### src/bspc_pkg.sv
// constants, register map and field layout of the body speed and power take-off controller
package bspc_pkg;
	// clock and millisecond tick
	localparam int          CLK_HZ          = 250_000_000;
	localparam int          CLK_PERIOD_NS   = 4;
	localparam int          MS_PERIOD_NS    = 1_000_000;
	localparam int          TICK_CYCLES_DEF = MS_PERIOD_NS / CLK_PERIOD_NS;
	localparam int          TICK_W          = 18;
	// times in milliseconds
	localparam logic [11:0] TAP_MAX_MS      = 12'd200;
	localparam logic [6:0]  REPEAT_MS       = 7'd100;
	localparam logic [11:0] SPEED_EN_MS     = 12'd3500;
	localparam logic [11:0] READY_MS        = 12'd3000;
	localparam logic [11:0] PTO_EN_MS       = 12'd3000;
	localparam logic [11:0] RECALL_MAX_MS   = 12'd1000;
	localparam logic [11:0] STORE_MIN_MS    = 12'd2000;
	localparam logic [3:0]  DEBOUNCE_MS     = 4'd10;
	// switch input indices
	localparam int          NUM_IN          = 11;
	localparam int          IN_UP           = 0;
	localparam int          IN_DOWN         = 1;
	localparam int          IN_CANCEL       = 2;
	localparam int          IN_PRESET       = 3;
	localparam int          IN_PTO_REQ      = 4;
	localparam int          IN_CAB_OFF      = 5;
	localparam int          IN_SHUTDOWN     = 6;
	localparam int          IN_NEUTRAL      = 7;
	localparam int          IN_PARK         = 8;
	localparam int          IN_STOPPED      = 9;
	localparam int          IN_IGNITION     = 10;
	// register byte offsets
	localparam logic [7:0]  OFS_CTRL        = 8'h00;
	localparam logic [7:0]  OFS_STEP        = 8'h04;
	localparam logic [7:0]  OFS_LIMIT       = 8'h08;
	localparam logic [7:0]  OFS_PTO_THR     = 8'h0C;
	localparam logic [7:0]  OFS_PWM_FREQ    = 8'h10;
	localparam logic [7:0]  OFS_PRESET      = 8'h14;
	localparam logic [7:0]  OFS_STATUS      = 8'h18;
	// control register fields
	localparam int          CTRL_FINE       = 0;
	localparam int          CTRL_STORE_EN   = 1;
	localparam int          CTRL_SRC_CAN    = 2;
	localparam int          CTRL_NEED_NEUT  = 3;
	localparam int          CTRL_NEED_PARK  = 4;
	localparam int          CTRL_NEED_STOP  = 5;
	localparam int          CTRL_THR_ON     = 6;
	localparam int          CTRL_THR_ONOFF  = 7;
	localparam int          CTRL_PWM_SEL_LO = 8;
	localparam int          CTRL_W          = 10;
	// reset values
	localparam logic [9:0]  CTRL_RST        = 10'h238;
	localparam logic [23:0] STEP_RST        = 24'h0F0A32;
	localparam logic [31:0] LIMIT_RST       = 32'h0960_0258;
	localparam logic [31:0] PTO_THR_RST     = 32'h0316_0190;
	localparam logic [15:0] PRESET_RST      = 16'h0320;
	// pwm
	localparam logic [8:0]  PWM_FREQ_MIN    = 9'd100;
	localparam logic [8:0]  PWM_FREQ_MAX    = 9'd400;
	localparam logic [8:0]  PWM_FREQ_RST    = 9'd200;
	localparam longint      PWM_INC_PER_HZ  = (64'd1 << 40) / CLK_HZ;
	localparam logic [8:0]  PWM_DUTY_FLOOR  = 9'd26;
	localparam logic [8:0]  PWM_DUTY_SPAN   = 9'd231;
	localparam logic [1:0]  PWM_SEL_DEMAND  = 2'd0;
	localparam logic [1:0]  PWM_SEL_ACTUAL  = 2'd1;
	localparam logic [1:0]  PWM_SEL_LOAD    = 2'd2;
endpackage

### src/bspc_core.sv
// body speed control, power take-off valve and torque pwm core with apb registers
// Functional notes
// [RQ1] speed-down press under 200 ms lowers setpoint once by tap step
// [RQ2] speed-down held past 200 ms lowers setpoint by hold step every 100 ms
// [RQ3] lowering stops at lower limit; on release setpoint takes current engine speed
// [RQ4] external pulse drivers should use about 100 ms high, 100 ms low
// [RQ5] speed-down ignored until 3.5 s after ignition on
// [RQ6] speed control runs only while cancel input asserted; opening drops to limit
// [RQ7] cancel held open keeps speed control off and refuses activation
// [RQ8] preset press of at most 1 s recalls preset speed
// [RQ9] press of at least 2 s stores setpoint when storing is enabled; the code stores only while speed control is active
// [RQ10] preset acts only on release, press length measured up to it
// [RQ11] cab off switch or shutdown condition also drops speed control
// [RQ12] enabled take-off preconditions are ANDed and checked at request arrival
// [RQ13] once energised the valve stays on though preconditions fail
// [RQ14] threshold-on mode energises above upper threshold and holds it
// [RQ15] on-off mode drops below lower, re-energises only if request and conditions hold
// [RQ16] request source is digital input or body CAN, the other ignored
// [RQ17] take-off requests accepted only 3 s after ignition on
// [RQ18] factory: all preconditions on, thresholds off, 790 and 400 rpm, digital
// [RQ19] take-off status output low while valve on, high otherwise
// [RQ20] pwm encodes demand torque, actual torque or engine load
// [RQ21] pwm frequency 100 to 400 Hz, factory load at 200 Hz
// [RQ22] duty is high time; zero maps 10 percent, full scale 100 percent
// [RQ23] ready output rises 3 s after ignition on
// [RQ24] speed-up mirrors speed-down, raising up to the upper limit
// [RQ25] switch inputs synchronised and debounced on the millisecond tick
// [RQ26] ignition off clears timers, setpoint state and valve
//
// Decided for this implementation: register access over APB and the placing of the registers.
`timescale 1ns/10ps
`default_nettype none
module bspc_core
	import bspc_pkg::*;
#(
	parameter int TICK_CYCLES = bspc_pkg::TICK_CYCLES_DEF
)(
	input  wire logic                   pclk,            // system clock
	input  wire logic                   presetn,         // async reset, active low
	input  wire logic                   psel,            // apb select
	input  wire logic                   penable,         // apb access phase
	input  wire logic                   pwrite,          // apb write
	input  wire logic [7:0]             paddr,           // apb byte address
	input  wire logic [31:0]            pwdata,          // apb write data
	output logic      [31:0]            prdata,          // apb read data
	output logic                        pready,          // apb ready
	output logic                        pslverr,         // apb error
	input  wire logic [bspc_pkg::NUM_IN-1:0] switch_pins, // raw switch and condition inputs
	input  wire logic                   can_pto_req,     // body CAN take-off request
	input  wire logic [15:0]            engine_speed,    // actual engine speed, rpm
	input  wire logic [7:0]             demand_torque,   // driver demand torque, full scale 255
	input  wire logic [7:0]             actual_torque,   // actual engine torque
	input  wire logic [7:0]             engine_load,     // load at current speed
	output logic                        ready,           // service ready output
	output logic                        speed_ctrl_on,   // intermediate speed control active
	output logic      [15:0]            setpoint_rpm,    // nominal speed setpoint
	output logic                        pto_valve,       // take-off valve drive
	output logic                        pto_status_n,    // take-off status, low when valve on
	output logic                        torque_pwm_output // load or torque pwm
);
	import bspc_pkg::*;

	typedef struct packed {
		logic [NUM_IN-1:0]       sync1;
		logic [NUM_IN-1:0]       sync2;
		logic [NUM_IN-1:0]       deb;
		logic [NUM_IN-1:0][3:0]  dcnt;
		logic [TICK_W-1:0]       tick_cnt;
		logic                    tick;
		logic [11:0]             ign_ms;
		logic                    ready;
		logic [11:0]             up_ms;
		logic [11:0]             dn_ms;
		logic [11:0]             pre_ms;
		logic [6:0]              rep_ms;
		logic                    active;
		logic [15:0]             setpoint;
		logic [15:0]             preset;
		logic [CTRL_W-1:0]       ctrl;
		logic [23:0]             step;
		logic [31:0]             limit;
		logic [31:0]             thr;
		logic [8:0]              freq;
		logic                    req_prev;
		logic                    armed;
		logic                    valve;
		logic                    status_n;
		logic [39:0]             phase;
		logic                    pwm;
		logic [31:0]             prdata;
		logic                    pready;
		logic                    pslverr;
	} bspc_state_type;

	bspc_state_type s_q;
	bspc_state_type s_d;

	function automatic logic [15:0] bspc_step_down(input logic [15:0] v, input logic [15:0] amt,
		input logic [15:0] lo);
		logic [16:0] floor_sum;
		floor_sum = {1'b0, lo} + {1'b0, amt};
		if ({1'b0, v} < floor_sum)
			return lo;
		return v - amt;
	endfunction

	function automatic logic [15:0] bspc_step_up(input logic [15:0] v, input logic [15:0] amt,
		input logic [15:0] hi);
		logic [16:0] sum;
		sum = {1'b0, v} + {1'b0, amt};
		if (sum > {1'b0, hi})
			return hi;
		return sum[15:0];
	endfunction

	logic [15:0] lo_lim;
	logic [15:0] hi_lim;
	logic [15:0] tap_amt;
	logic [15:0] hold_amt;
	logic [15:0] spd_clamped;
	logic [15:0] base;
	logic        sp_en;
	logic        pto_en;
	logic        up_now;
	logic        dn_now;
	logic        pre_now;
	logic        cond_ok;
	logic        req;
	logic        req_rise;
	logic        over_hi;
	logic        under_lo;
	logic [7:0]  pwm_val;
	logic [16:0] duty_prod;
	logic [8:0]  duty_thr;
	logic        wr_en;
	logic        rd_setup;

	always_comb
	begin
		s_d = s_q;
		lo_lim = s_q.limit[15:0];
		hi_lim = s_q.limit[31:16];
		tap_amt = {8'h00, s_q.ctrl[CTRL_FINE] ? s_q.step[15:8] : s_q.step[7:0]};
		hold_amt = {8'h00, s_q.step[23:16]};
		spd_clamped = engine_speed < lo_lim ? lo_lim : (engine_speed > hi_lim ? hi_lim : engine_speed);
		base = s_q.active ? s_q.setpoint : spd_clamped;

		// millisecond tick; debounce trades 10 ms of latency for immunity to contact bounce
		s_d.tick = 1'b0;
		if (s_q.tick_cnt == TICK_W'(TICK_CYCLES - 1))
		begin
			s_d.tick_cnt = '0;
			s_d.tick = 1'b1;
		end
		else
			s_d.tick_cnt = s_q.tick_cnt + 1'b1;
		s_d.sync1 = switch_pins;
		s_d.sync2 = s_q.sync1;
		for (int i = 0; i < NUM_IN; i++)
		begin
			if (s_q.tick)
			begin
				if (s_q.sync2[i] == s_q.deb[i])
					s_d.dcnt[i] = '0;
				else if (s_q.dcnt[i] == DEBOUNCE_MS - 4'd1)
				begin
					s_d.deb[i] = s_q.sync2[i]; // RQ25
					s_d.dcnt[i] = '0;
				end
				else
					s_d.dcnt[i] = s_q.dcnt[i] + 4'd1;
			end
		end

		// ignition time base
		if (!s_q.deb[IN_IGNITION])
			s_d.ign_ms = '0; // RQ26
		else if (s_q.tick && s_q.ign_ms != SPEED_EN_MS)
			s_d.ign_ms = s_q.ign_ms + 12'd1;
		s_d.ready = s_q.deb[IN_IGNITION] && s_q.ign_ms >= READY_MS; // RQ23
		sp_en = s_q.deb[IN_IGNITION] && s_q.ign_ms >= SPEED_EN_MS; // RQ5
		pto_en = s_q.deb[IN_IGNITION] && s_q.ign_ms >= PTO_EN_MS; // RQ17

		up_now = sp_en && s_q.deb[IN_UP];
		dn_now = sp_en && s_q.deb[IN_DOWN];
		pre_now = sp_en && s_q.deb[IN_PRESET];

		// press timers saturate so that very long holds stay long
		if (s_q.tick)
		begin
			if (up_now && s_q.up_ms != 12'hFFF)
				s_d.up_ms = s_q.up_ms + 12'd1;
			if (dn_now && s_q.dn_ms != 12'hFFF)
				s_d.dn_ms = s_q.dn_ms + 12'd1;
			if (pre_now && s_q.pre_ms != 12'hFFF)
				s_d.pre_ms = s_q.pre_ms + 12'd1; // RQ10
			if ((up_now && s_q.up_ms >= TAP_MAX_MS) || (dn_now && s_q.dn_ms >= TAP_MAX_MS))
				s_d.rep_ms = (s_q.rep_ms == REPEAT_MS - 7'd1) ? 7'd0 : s_q.rep_ms + 7'd1;
		end
		if (!up_now)
			s_d.up_ms = '0;
		if (!dn_now)
			s_d.dn_ms = '0;
		if (!pre_now)
			s_d.pre_ms = '0;
		if (!up_now && !dn_now)
			s_d.rep_ms = '0;

		// speed control setpoint; cancel and shutdown outrank every request
		if (!s_q.deb[IN_IGNITION] || !s_q.deb[IN_CANCEL])
		begin
			s_d.active = 1'b0; // RQ6 RQ7
			s_d.setpoint = lo_lim;
		end
		else if (s_q.deb[IN_CAB_OFF] || s_q.deb[IN_SHUTDOWN])
		begin
			s_d.active = 1'b0; // RQ11
			s_d.setpoint = lo_lim;
		end
		else if (s_q.pre_ms != '0 && !pre_now)
		begin
			if (s_q.pre_ms <= RECALL_MAX_MS)
			begin
				s_d.active = 1'b1; // RQ8
				s_d.setpoint = s_q.preset;
			end
			else if (s_q.pre_ms >= STORE_MIN_MS && s_q.ctrl[CTRL_STORE_EN] && s_q.active)
				s_d.preset = s_q.setpoint; // RQ9
		end
		else if (s_q.dn_ms != '0 && !dn_now)
		begin
			s_d.active = 1'b1;
			if (s_q.dn_ms < TAP_MAX_MS)
				s_d.setpoint = bspc_step_down(base, tap_amt, lo_lim); // RQ1
			else
				s_d.setpoint = spd_clamped; // RQ3
		end
		else if (s_q.up_ms != '0 && !up_now)
		begin
			s_d.active = 1'b1;
			if (s_q.up_ms < TAP_MAX_MS)
				s_d.setpoint = bspc_step_up(base, tap_amt, hi_lim); // RQ24
			else
				s_d.setpoint = spd_clamped; // RQ24
		end
		else if (s_q.tick && s_q.rep_ms == REPEAT_MS - 7'd1)
		begin
			s_d.active = 1'b1;
			if (dn_now)
				s_d.setpoint = bspc_step_down(base, hold_amt, lo_lim); // RQ2 RQ3
			else
				s_d.setpoint = bspc_step_up(base, hold_amt, hi_lim); // RQ24
		end

		// take-off valve
		req = pto_en && (s_q.ctrl[CTRL_SRC_CAN] ? can_pto_req : s_q.deb[IN_PTO_REQ]); // RQ16
		req_rise = req && !s_q.req_prev;
		cond_ok = (!s_q.ctrl[CTRL_NEED_NEUT] || s_q.deb[IN_NEUTRAL])
			&& (!s_q.ctrl[CTRL_NEED_PARK] || s_q.deb[IN_PARK])
			&& (!s_q.ctrl[CTRL_NEED_STOP] || s_q.deb[IN_STOPPED]); // RQ12
		over_hi = engine_speed > s_q.thr[31:16];
		under_lo = engine_speed < s_q.thr[15:0];
		s_d.req_prev = req;
		if (!req)
			s_d.armed = 1'b0;
		else if (req_rise && cond_ok)
			s_d.armed = 1'b1; // RQ12
		if (!s_q.deb[IN_IGNITION] || !req)
			s_d.valve = 1'b0; // RQ26
		else if (s_q.ctrl[CTRL_THR_ONOFF])
		begin
			if (s_q.valve && under_lo)
				s_d.valve = 1'b0; // RQ15
			else if (!s_q.valve && over_hi && (s_q.armed || req_rise) && cond_ok)
				s_d.valve = 1'b1; // RQ15
		end
		else if (s_q.ctrl[CTRL_THR_ON])
		begin
			if ((s_q.armed || (req_rise && cond_ok)) && over_hi)
				s_d.valve = 1'b1; // RQ14 RQ13
		end
		else if (req_rise && cond_ok)
			s_d.valve = 1'b1; // RQ13
		s_d.status_n = !s_d.valve; // RQ19
		if (!s_q.deb[IN_IGNITION])
		begin
			s_d.armed = 1'b0; // RQ26
			s_d.req_prev = 1'b0;
		end

		// pwm: phase accumulator avoids a divider for the programmable frequency
		case (s_q.ctrl[CTRL_PWM_SEL_LO +: 2])
			PWM_SEL_DEMAND: pwm_val = demand_torque; // RQ20
			PWM_SEL_ACTUAL: pwm_val = actual_torque;
			default:        pwm_val = engine_load;
		endcase
		duty_prod = 17'(pwm_val * PWM_DUTY_SPAN);
		duty_thr = PWM_DUTY_FLOOR + {1'b0, duty_prod[15:8]}; // RQ22
		s_d.phase = s_q.phase + 40'({31'd0, s_q.freq} * PWM_INC_PER_HZ); // RQ21
		s_d.pwm = {1'b0, s_q.phase[39:32]} < duty_thr;

		// apb slave, zero wait: data prepared in setup, ready in access
		wr_en = psel && penable && pwrite && s_q.pready;
		rd_setup = psel && !penable;
		s_d.pready = rd_setup;
		// error must not outlive the access cycle it qualifies
		s_d.pslverr = 1'b0;
		if (rd_setup)
		begin
			s_d.prdata = '0;
			if (paddr == OFS_CTRL)
				s_d.prdata = {22'd0, s_q.ctrl};
			else if (paddr == OFS_STEP)
				s_d.prdata = {8'd0, s_q.step};
			else if (paddr == OFS_LIMIT)
				s_d.prdata = s_q.limit;
			else if (paddr == OFS_PTO_THR)
				s_d.prdata = s_q.thr;
			else if (paddr == OFS_PWM_FREQ)
				s_d.prdata = {23'd0, s_q.freq};
			else if (paddr == OFS_PRESET)
				s_d.prdata = {16'd0, s_q.preset};
			else if (paddr == OFS_STATUS)
				s_d.prdata = {s_q.setpoint, 12'd0, s_q.ready, s_q.valve, s_q.armed, s_q.active};
			else
				s_d.pslverr = 1'b1;
		end
		if (wr_en)
		begin
			if (paddr == OFS_CTRL)
				s_d.ctrl = pwdata[CTRL_W-1:0];
			else if (paddr == OFS_STEP)
				s_d.step = pwdata[23:0];
			else if (paddr == OFS_LIMIT)
				s_d.limit = pwdata;
			else if (paddr == OFS_PTO_THR)
				s_d.thr = pwdata;
			else if (paddr == OFS_PWM_FREQ)
			begin
				if (pwdata[8:0] < PWM_FREQ_MIN || pwdata[31:9] != '0)
					s_d.freq = (pwdata[31:9] != '0) ? PWM_FREQ_MAX : PWM_FREQ_MIN;
				else if (pwdata[8:0] > PWM_FREQ_MAX)
					s_d.freq = PWM_FREQ_MAX; // RQ21
				else
					s_d.freq = pwdata[8:0];
			end
			else if (paddr == OFS_PRESET && !(s_q.pre_ms != '0 && !pre_now))
				s_d.preset = pwdata[15:0];
		end
	end

	always_ff @(posedge pclk or negedge presetn)
	begin
		if (!presetn)
		begin
			s_q <= '0;
			s_q.ctrl <= CTRL_RST; // RQ18
			s_q.step <= STEP_RST;
			s_q.limit <= LIMIT_RST;
			s_q.thr <= PTO_THR_RST; // RQ18
			s_q.freq <= PWM_FREQ_RST;
			s_q.preset <= PRESET_RST;
			s_q.status_n <= 1'b1;
		end
		else
			s_q <= s_d;
	end

	assign prdata = s_q.prdata;
	assign pready = s_q.pready;
	assign pslverr = s_q.pslverr;
	assign ready = s_q.ready;
	assign speed_ctrl_on = s_q.active;
	assign setpoint_rpm = s_q.setpoint;
	assign pto_valve = s_q.valve;
	assign pto_status_n = s_q.status_n;
	assign torque_pwm_output = s_q.pwm;
endmodule
`default_nettype wire

### config.mk
export PLATFORM = sky130hd
export DESIGN_NAME = bspc_core
export DESIGN_NICKNAME = d
export VERILOG_FILES = /design/src/bspc_pkg.sv /design/src/bspc_core.sv
export SDC_FILE = /design/constraint.sdc
export NUM_CORES = 1
export LEC_CHECK = 0
export ABC_AREA = 0
export BUFFER_PORTS_ARGS = -buffer_cell sky130_fd_sc_hd__buf_2
export CORE_ASPECT_RATIO = 1.1
export CORE_MARGIN = 1
export CORE_UTILIZATION = 44
export DETAILED_ROUTE_END_ITERATION = 16
export HOLD_SLACK_MARGIN = 0.12
export PLACE_DENSITY_LB_ADDON = 0.1
export SYNTH_ARGS = -nofsm -noshare
export SYNTH_HDL_FRONTEND = slang
export SYNTH_SLANG_ARGS = --single-unit
### constraint.sdc
create_clock -name pclk -period 10.1 [get_ports pclk]
set_input_delay 0 -clock pclk [delete_from_list [all_inputs] [get_ports pclk]]
set_output_delay 0 -clock pclk [all_outputs]
set_load 0.03 [all_outputs]
=== After elaboration in Yosys (flattened, before gate mapping) ===
Index checks and enable logic that the tools add are counted.

* Add/subtract/negate cells: 25
* Multiply operators: 2
* $lt $le $gt $ge: 19
* Equality and inequality tests: 44
* Muxes and demuxes: 138
* Bitwise gates (word level): 15
* Reductions and logical operators: 87

{| class="wikitable"
|+ Operators with widths
! operator !! number
|-
| $mux W16 || 25
|-
| $mux W32 || 9
|-
| $mux W123 || 1
|-
| $mux W17 || 7
|-
| $mux W97 || 1
|-
| $mux W12 || 8
|-
| $mux W4 || 22
|-
| $mux W73 || 1
|-
| $add A16 B8 Y17 || 4
|-
| $add A12 B1 Y12 const B || 4
|-
| $mux W1 || 48
|-
| $ne A12 B12 Y1 const B || 4
|-
| $mux W9 || 5
|-
| $add A4 B1 Y4 const B || 11
|-
| $eq A4 B4 Y1 const B || 11
|-
| $mux W43 || 1
|-
| $mux W41 || 1
|-
| $add A40 B22 Y40 || 1
|-
| $reduce_and A3 Y1 || 12
|-
| $reduce_bool A12 Y1 || 3
|-
| $gt A17 B16 Y1 || 2
|-
| $lt A16 B17 Y1 || 2
|-
| $logic_and A1 B1 Y1 || 33
|-
| $gt A16 B16 Y1 || 2
|-
| other kinds (45) || 112
|}

* Register bits: 371
* Output and inout bits: 55

=== Depth between registers and ports, before layout ===
* Depth after elaboration: 22
* Depth in mapped cells: 35
* Depth with buffers taken out: 32

=== Least setup slack after synthesis ===
OpenSTA, ideal clock, no wires.

* Kind: register to register
* Start: register s_q, in the netlist lo_lim[9]
* End: register s_q, in the netlist setpoint_rpm[15]
* Arrival: 7.415 ns
* Data required time: 9.970 ns
* Path slack: 2.556 ns
* Stages on the path, launching flop included: 32
* Buffers on the path: 3
* Clock period less this slack: 7.544 ns
* Cells stage by stage: dfstp_2 -> clkbuf_1 -> clkinv_1 -> ha_1 -> a21oi_1 -> o21ai_0 -> a221oi_1 -> and2_4 -> buf_6 -> buf_2 -> a21oi_1 -> o21ai_0 -> inv_1 -> fa_1 -> o21bai_1 -> a21oi_1 -> o21bai_1 -> a21oi_1 -> o31ai_1 -> nand3_1 -> nor2_1 -> xnor2_1 -> ha_1 -> a2111oi_0 -> nand2_1 -> o31ai_1 -> o21ai_2 -> a41oi_1 -> a21bo_1 -> a31o_1 -> a211oi_2 -> o31ai_1

* Longest elaborated chain between the ends: 21
* Elaborated cells between the ends (all ways): 55
* Classes of those cells: add/sub (6); order compare (5); mux (44)

{| class="wikitable"
|+ Ends and longest elaborated chain
! item !! line !! RTL
|-
| start: declaration || bspc_core.sv:95 || <nowiki>bspc_state_type s_q;</nowiki>
|-
| $lt A16 B16 Y1 || bspc_core.sv:145 || <nowiki>spd_clamped = engine_speed < lo_lim ? lo_lim : (engine_speed > hi_lim ? hi_lim : engine_speed);</nowiki>
|-
| $mux W16 || bspc_core.sv:145 ||
|-
| $mux W16 || bspc_core.sv:146 || <nowiki>base = s_q.active ? s_q.setpoint : spd_clamped;</nowiki>
|-
| $add A16 B8 Y17 || bspc_core.sv:110 || <nowiki>sum = {1'b0, v} + {1'b0, amt};</nowiki>
|-
| $gt A17 B16 Y1 || bspc_core.sv:111 || <nowiki>if (sum > {1'b0, hi})</nowiki>
|-
| $mux W1 || bspc_core.sv:111 ||
|-
| $mux W1 || bspc_core.sv:249 || <nowiki>if (dn_now)</nowiki>
|-
| $mux W1 || bspc_core.sv:246 || <nowiki>else if (s_q.tick && s_q.rep_ms == REPEAT_MS - 7'd1)</nowiki>
|-
| [... 5 more ...] || - ||
|-
| $mux W16 || bspc_core.sv:113 || <nowiki>return sum[15:0];</nowiki>
|-
| $mux W16 || bspc_core.sv:249 ||
|-
| $mux W17 || bspc_core.sv:246 ||
|-
| $mux W17 || bspc_core.sv:238 || <nowiki>else if (s_q.up_ms != '0 && !up_now)</nowiki>
|-
| $mux W17 * || bspc_core.sv:230 || <nowiki>else if (s_q.dn_ms != '0 && !dn_now)</nowiki>
|-
| $mux W17 * || bspc_core.sv:220 || <nowiki>else if (s_q.pre_ms != '0 && !pre_now)</nowiki>
|-
| $mux W17 * || bspc_core.sv:215 || <nowiki>else if (s_q.deb[IN_CAB_OFF] || s_q.deb[IN_SHUTDOWN])</nowiki>
|-
| $mux W17 * || bspc_core.sv:210 || <nowiki>if (!s_q.deb[IN_IGNITION] || !s_q.deb[IN_CANCEL])</nowiki>
|}

Mark *: on every way between the ends. The rest lies on a longest branch, timed or not. The select of a mux whose other input is x is not followed.
A chain may end at the register's enable or synchronous reset.

=== Final worst setup path ===
* Start: register s_q, in the netlist hi_lim[15]
* End: register s_q, in the netlist setpoint_rpm[1]

* Longest elaborated chain between the ends: 22
* Elaborated cells between the ends (all ways): 54
* Classes of those cells: add/sub (4); order compare (5); mux (45)

{| class="wikitable"
|+ Ends and longest elaborated chain
! item !! line
|-
| $gt A16 B16 Y1 || bspc_core.sv:145
|-
| $mux W16 (2 in series) || bspc_core.sv:145
|-
| $mux W16 || bspc_core.sv:146
|-
| $add A16 B8 Y17 || bspc_core.sv:110
|-
| $gt A17 B16 Y1 || bspc_core.sv:111
|-
| $mux W1 || bspc_core.sv:111
|-
| $mux W1 || bspc_core.sv:249
|-
| $mux W1 || bspc_core.sv:246
|-
| [... 5 more ...] || -
|-
| $mux W16 || bspc_core.sv:113
|-
| $mux W16 || bspc_core.sv:249
|-
| $mux W17 || bspc_core.sv:246
|-
| $mux W17 || bspc_core.sv:238
|-
| $mux W17 * || bspc_core.sv:230
|-
| $mux W17 * || bspc_core.sv:220
|-
| $mux W17 * || bspc_core.sv:215
|-
| $mux W17 * || bspc_core.sv:210
|}

Marked as above.

==> results.tsv <==
metric	value	unit
outcome	completed	
Yosys Warn Count	0	
slowest CP cell	a31oi_4	
Avg Synthesized Cell Area	9.06	um2
post-placement setup slack	1.56	ns
Mapped Cells	3195	
relative slew slack	24.1	%
crit-path max FO	26	
global route overflow	0	
initial antenna violation count	3	
P&R area growth vs syn	12.2	%
DP Area	0.0303	mm2
Final min period	8.80	ns
CTS max path bufs	3	
Pwr Density	140	mW/mm2
Vias	24605	
filler instances	6202	
diodes inserted	0	
Worst EP arrival	9.31	ns
flops & latches, synth	370	
Final WS setup	1.30	ns
Post-synth EDFFs	0	
Final setup viols	0	
RSZ-0062 raised after global routing	no	
CP Class	flop to flop	
setup total negative slack	0	ns
Reg-to-Reg Start	hi_lim[15]$_DFFE_PN0P_	
LEAKAGE	0.0152	uW
Final Cycle Share	87.1	%
# rows	98	
first-pass GRT wire length	151000	um
ys flop type	dfrtp_1	
placed wire-length estimate	77500	um
sequential share of the synthesized area	32.1	%
worst path required time	10.61	ns
most frequent CP cell	a21oi_1	
max-cap viol count	0	
CP Launch Type	flop	
clock skew after layout	0.0373	ns
Starting DRT DRC Count	1742	
FMAX	114	MHz
# clock sinks	370	
Async S/R FF share, synth	100	%
CTS tree	done	
CTS Buf Count	45	
antenna-violating nets left	0	
Hold Path Class	input pin to flop	
drt pass-1 iters	6	
launch point of the worst path	hi_lim[15]$_DFFE_PN0P_	
Worst setup EP type	flop	
clock slew seen by the registers of the worst setup and hold paths	0.06	ns
Slew Limit Fails	0	
WL/cell	23.9	um
CTS H-Tree Depth	2	
area of the mapped netlist	0.0289	mm2
Worst Max-Slew Pin Slew	1.12	ns
# DRC	0	
core footprint	0.0650	mm2
final hold violations	0	
All-Layer GR Usage	30.2	%
# IOs	152	
die area	0.0668	mm2
Vias per Instance	5.83	
crit-path max cell delay	0.86	ns
IO Port Bufs	151	
largest net degree at the start of global routing	109	
layout cells sized above 1	13.0	%
hold path startpoint	penable	
Initial Utilization	44.5	%
vias in the first global route	24648	
Post-layout nets	3804	
Peak VDD IR	0.147	mV
clk root buf	clkbuf_16	
Die Ht	271	um
library cells used by synthesis	95	
Fin Hold WS	0.148	ns
Syn Nets	3664	
GP Congestion	1.03	
clk_lat worst skew	0.62	ns
Design Area, Final	0.0325	mm2
die width	247	um
final wirelength	101000	um
==> sequential cells by signal, summed over array words and instances (netlist names) <==
| register | flops |
|---|---|
| hi_lim | 16 |
| prdata | 32 |
| ready | 1 |
| setpoint_rpm | 16 |
| lo_lim | 16 |
| s_q | 264 |
| s_d | 11 |
| hold_amt | 8 |
| torque_pwm_output | 1 |
| pto_status_n | 1 |
| speed_ctrl_on | 1 |
| pslverr | 1 |
| pready | 1 |
| pto_valve | 1 |
==> placed cells by master (no fill, tap or decap), types with 84 or more instances in the layout <==
| cell type | instances |
|---|---|
| buf_2 | 150 |
| nor2_1 | 194 |
| inv_1 | 258 |
| nand2_1 | 291 |
| xnor2_1 | 145 |
| o21ai_0 | 219 |
| nand3_1 | 91 |
| mux2i_1 | 88 |
| ha_1 | 323 |
| dfrtp_1 | 334 |
| mux2_2 | 84 |
| a21oi_1 | 183 |
==> repair_timing <==
action                                  CTS  global route
setup buffers                             0             0
gates resized for setup                   0             0
hold endpoints to repair                274             0
endpoints found under the setup margin    0             0
hold buffers                             66             0
==> path summary, 6_finish.rpt <==
check | end | cells past startpoint | slack (ns)
worst max-delay path | setpoint_rpm[1]$_DFFE_PN0P_ | 31 | 1.30
worst min-delay path | prdata[2]$_DFFE_PN0P_ | 5 | 0.15
min in group asynchronous | prdata[31]$_DFFE_PN0P_ | 3 | 0.58
max in group asynchronous | s_q[70]$_DFF_PN0_ | 5 | 7.13
worst min register to register | s_q[354]$_DFF_PN0_ | 0 | 0.35
worst max register to register | setpoint_rpm[1]$_DFFE_PN0P_ | 31 | 1.30
==> cells in the mapped netlist, types with 84 or more instances <==
master	instances	area (um2)
ha_1	323	4040
inv_1	258	968
xnor2_1	145	1270
nand2_1	291	1090
nor2_1	195	732
dfrtp_1	334	8360
o21ai_0	219	1100
mux2_2	84	946
a21oi_1	183	916
mux2i_1	88	881
nand3_1	91	455
clkbuf_1	86	323
==> layout make-up <==
cell class	count	area [um2]	area share, %
Multi-Input combinational cell	2399	17800	55.0
Sequential cell	370	9300	28.7
Inverter	261	980	3.02
Timing Repair Buffer	258	1730	5.34
Clock buffer	64	1340	4.12
Clock inverter	16	210	0.647
Tap cell	850	1060	3.28
==> report_power, final <==
part           total, uW  switching (uW)  internal, uW
logic               1250             739           512
registers           1580            30.7          1550
clock network       1700             700          1000
total               4530            1470          3060
==> metrics by stage <==
step	util, %	cells	power, uW
after CTS	50.0	4218	4560
after detailed placement	46.6	4072	2830
after global placement	46.6	4072	2810
final	50.0	4218	4530
after floorplan	-	3195	2490
after global routing	50.0	4218	4790
==> critical path, delay by kind of cell, from the launching register on <==
family / cells / cell delay (ns)
compound gates: 16 / 4.04
simple gates: 7 / 2.04
fa+ha+maj: 3 / 1.14
flops: 1 / 0.52
buf+inv: 2 / 0.43
mux: 2 / 0.37
xor+xnor: 1 / 0.13
==> routing by layer <==
| layer | track usage, % | part of all wire [%] | up-vias |
|---|---|---|---|
| met3 | 5.09 | 6.1 | 254 |
| met2 | 49.3 | 46 | 812 |
| met4 | 18.7 | 7.1 | 2 |
| li1 | - | - | 11522 |
| met1 | 36.8 | 40 | 12015 |
| met5 | 0 | 0.012 | - |
==> cell families (layout without fill, tap and decap cells) <==
| family | Yosys count | after routing | synth area share [%] |
|---|---|---|---|
| simple gates | 900 | 900 | 15.0 |
| mux | 173 | 173 | 6.36 |
| buf+inv | 426 | 599 | 6.32 |
| flops | 370 | 370 | 32.1 |
| fa+ha+maj | 372 | 372 | 17.4 |
| compound gates | 754 | 754 | 16.8 |
| xor+xnor | 200 | 200 | 6.05 |
Note: power is estimated with default switching activity, not from simulation.
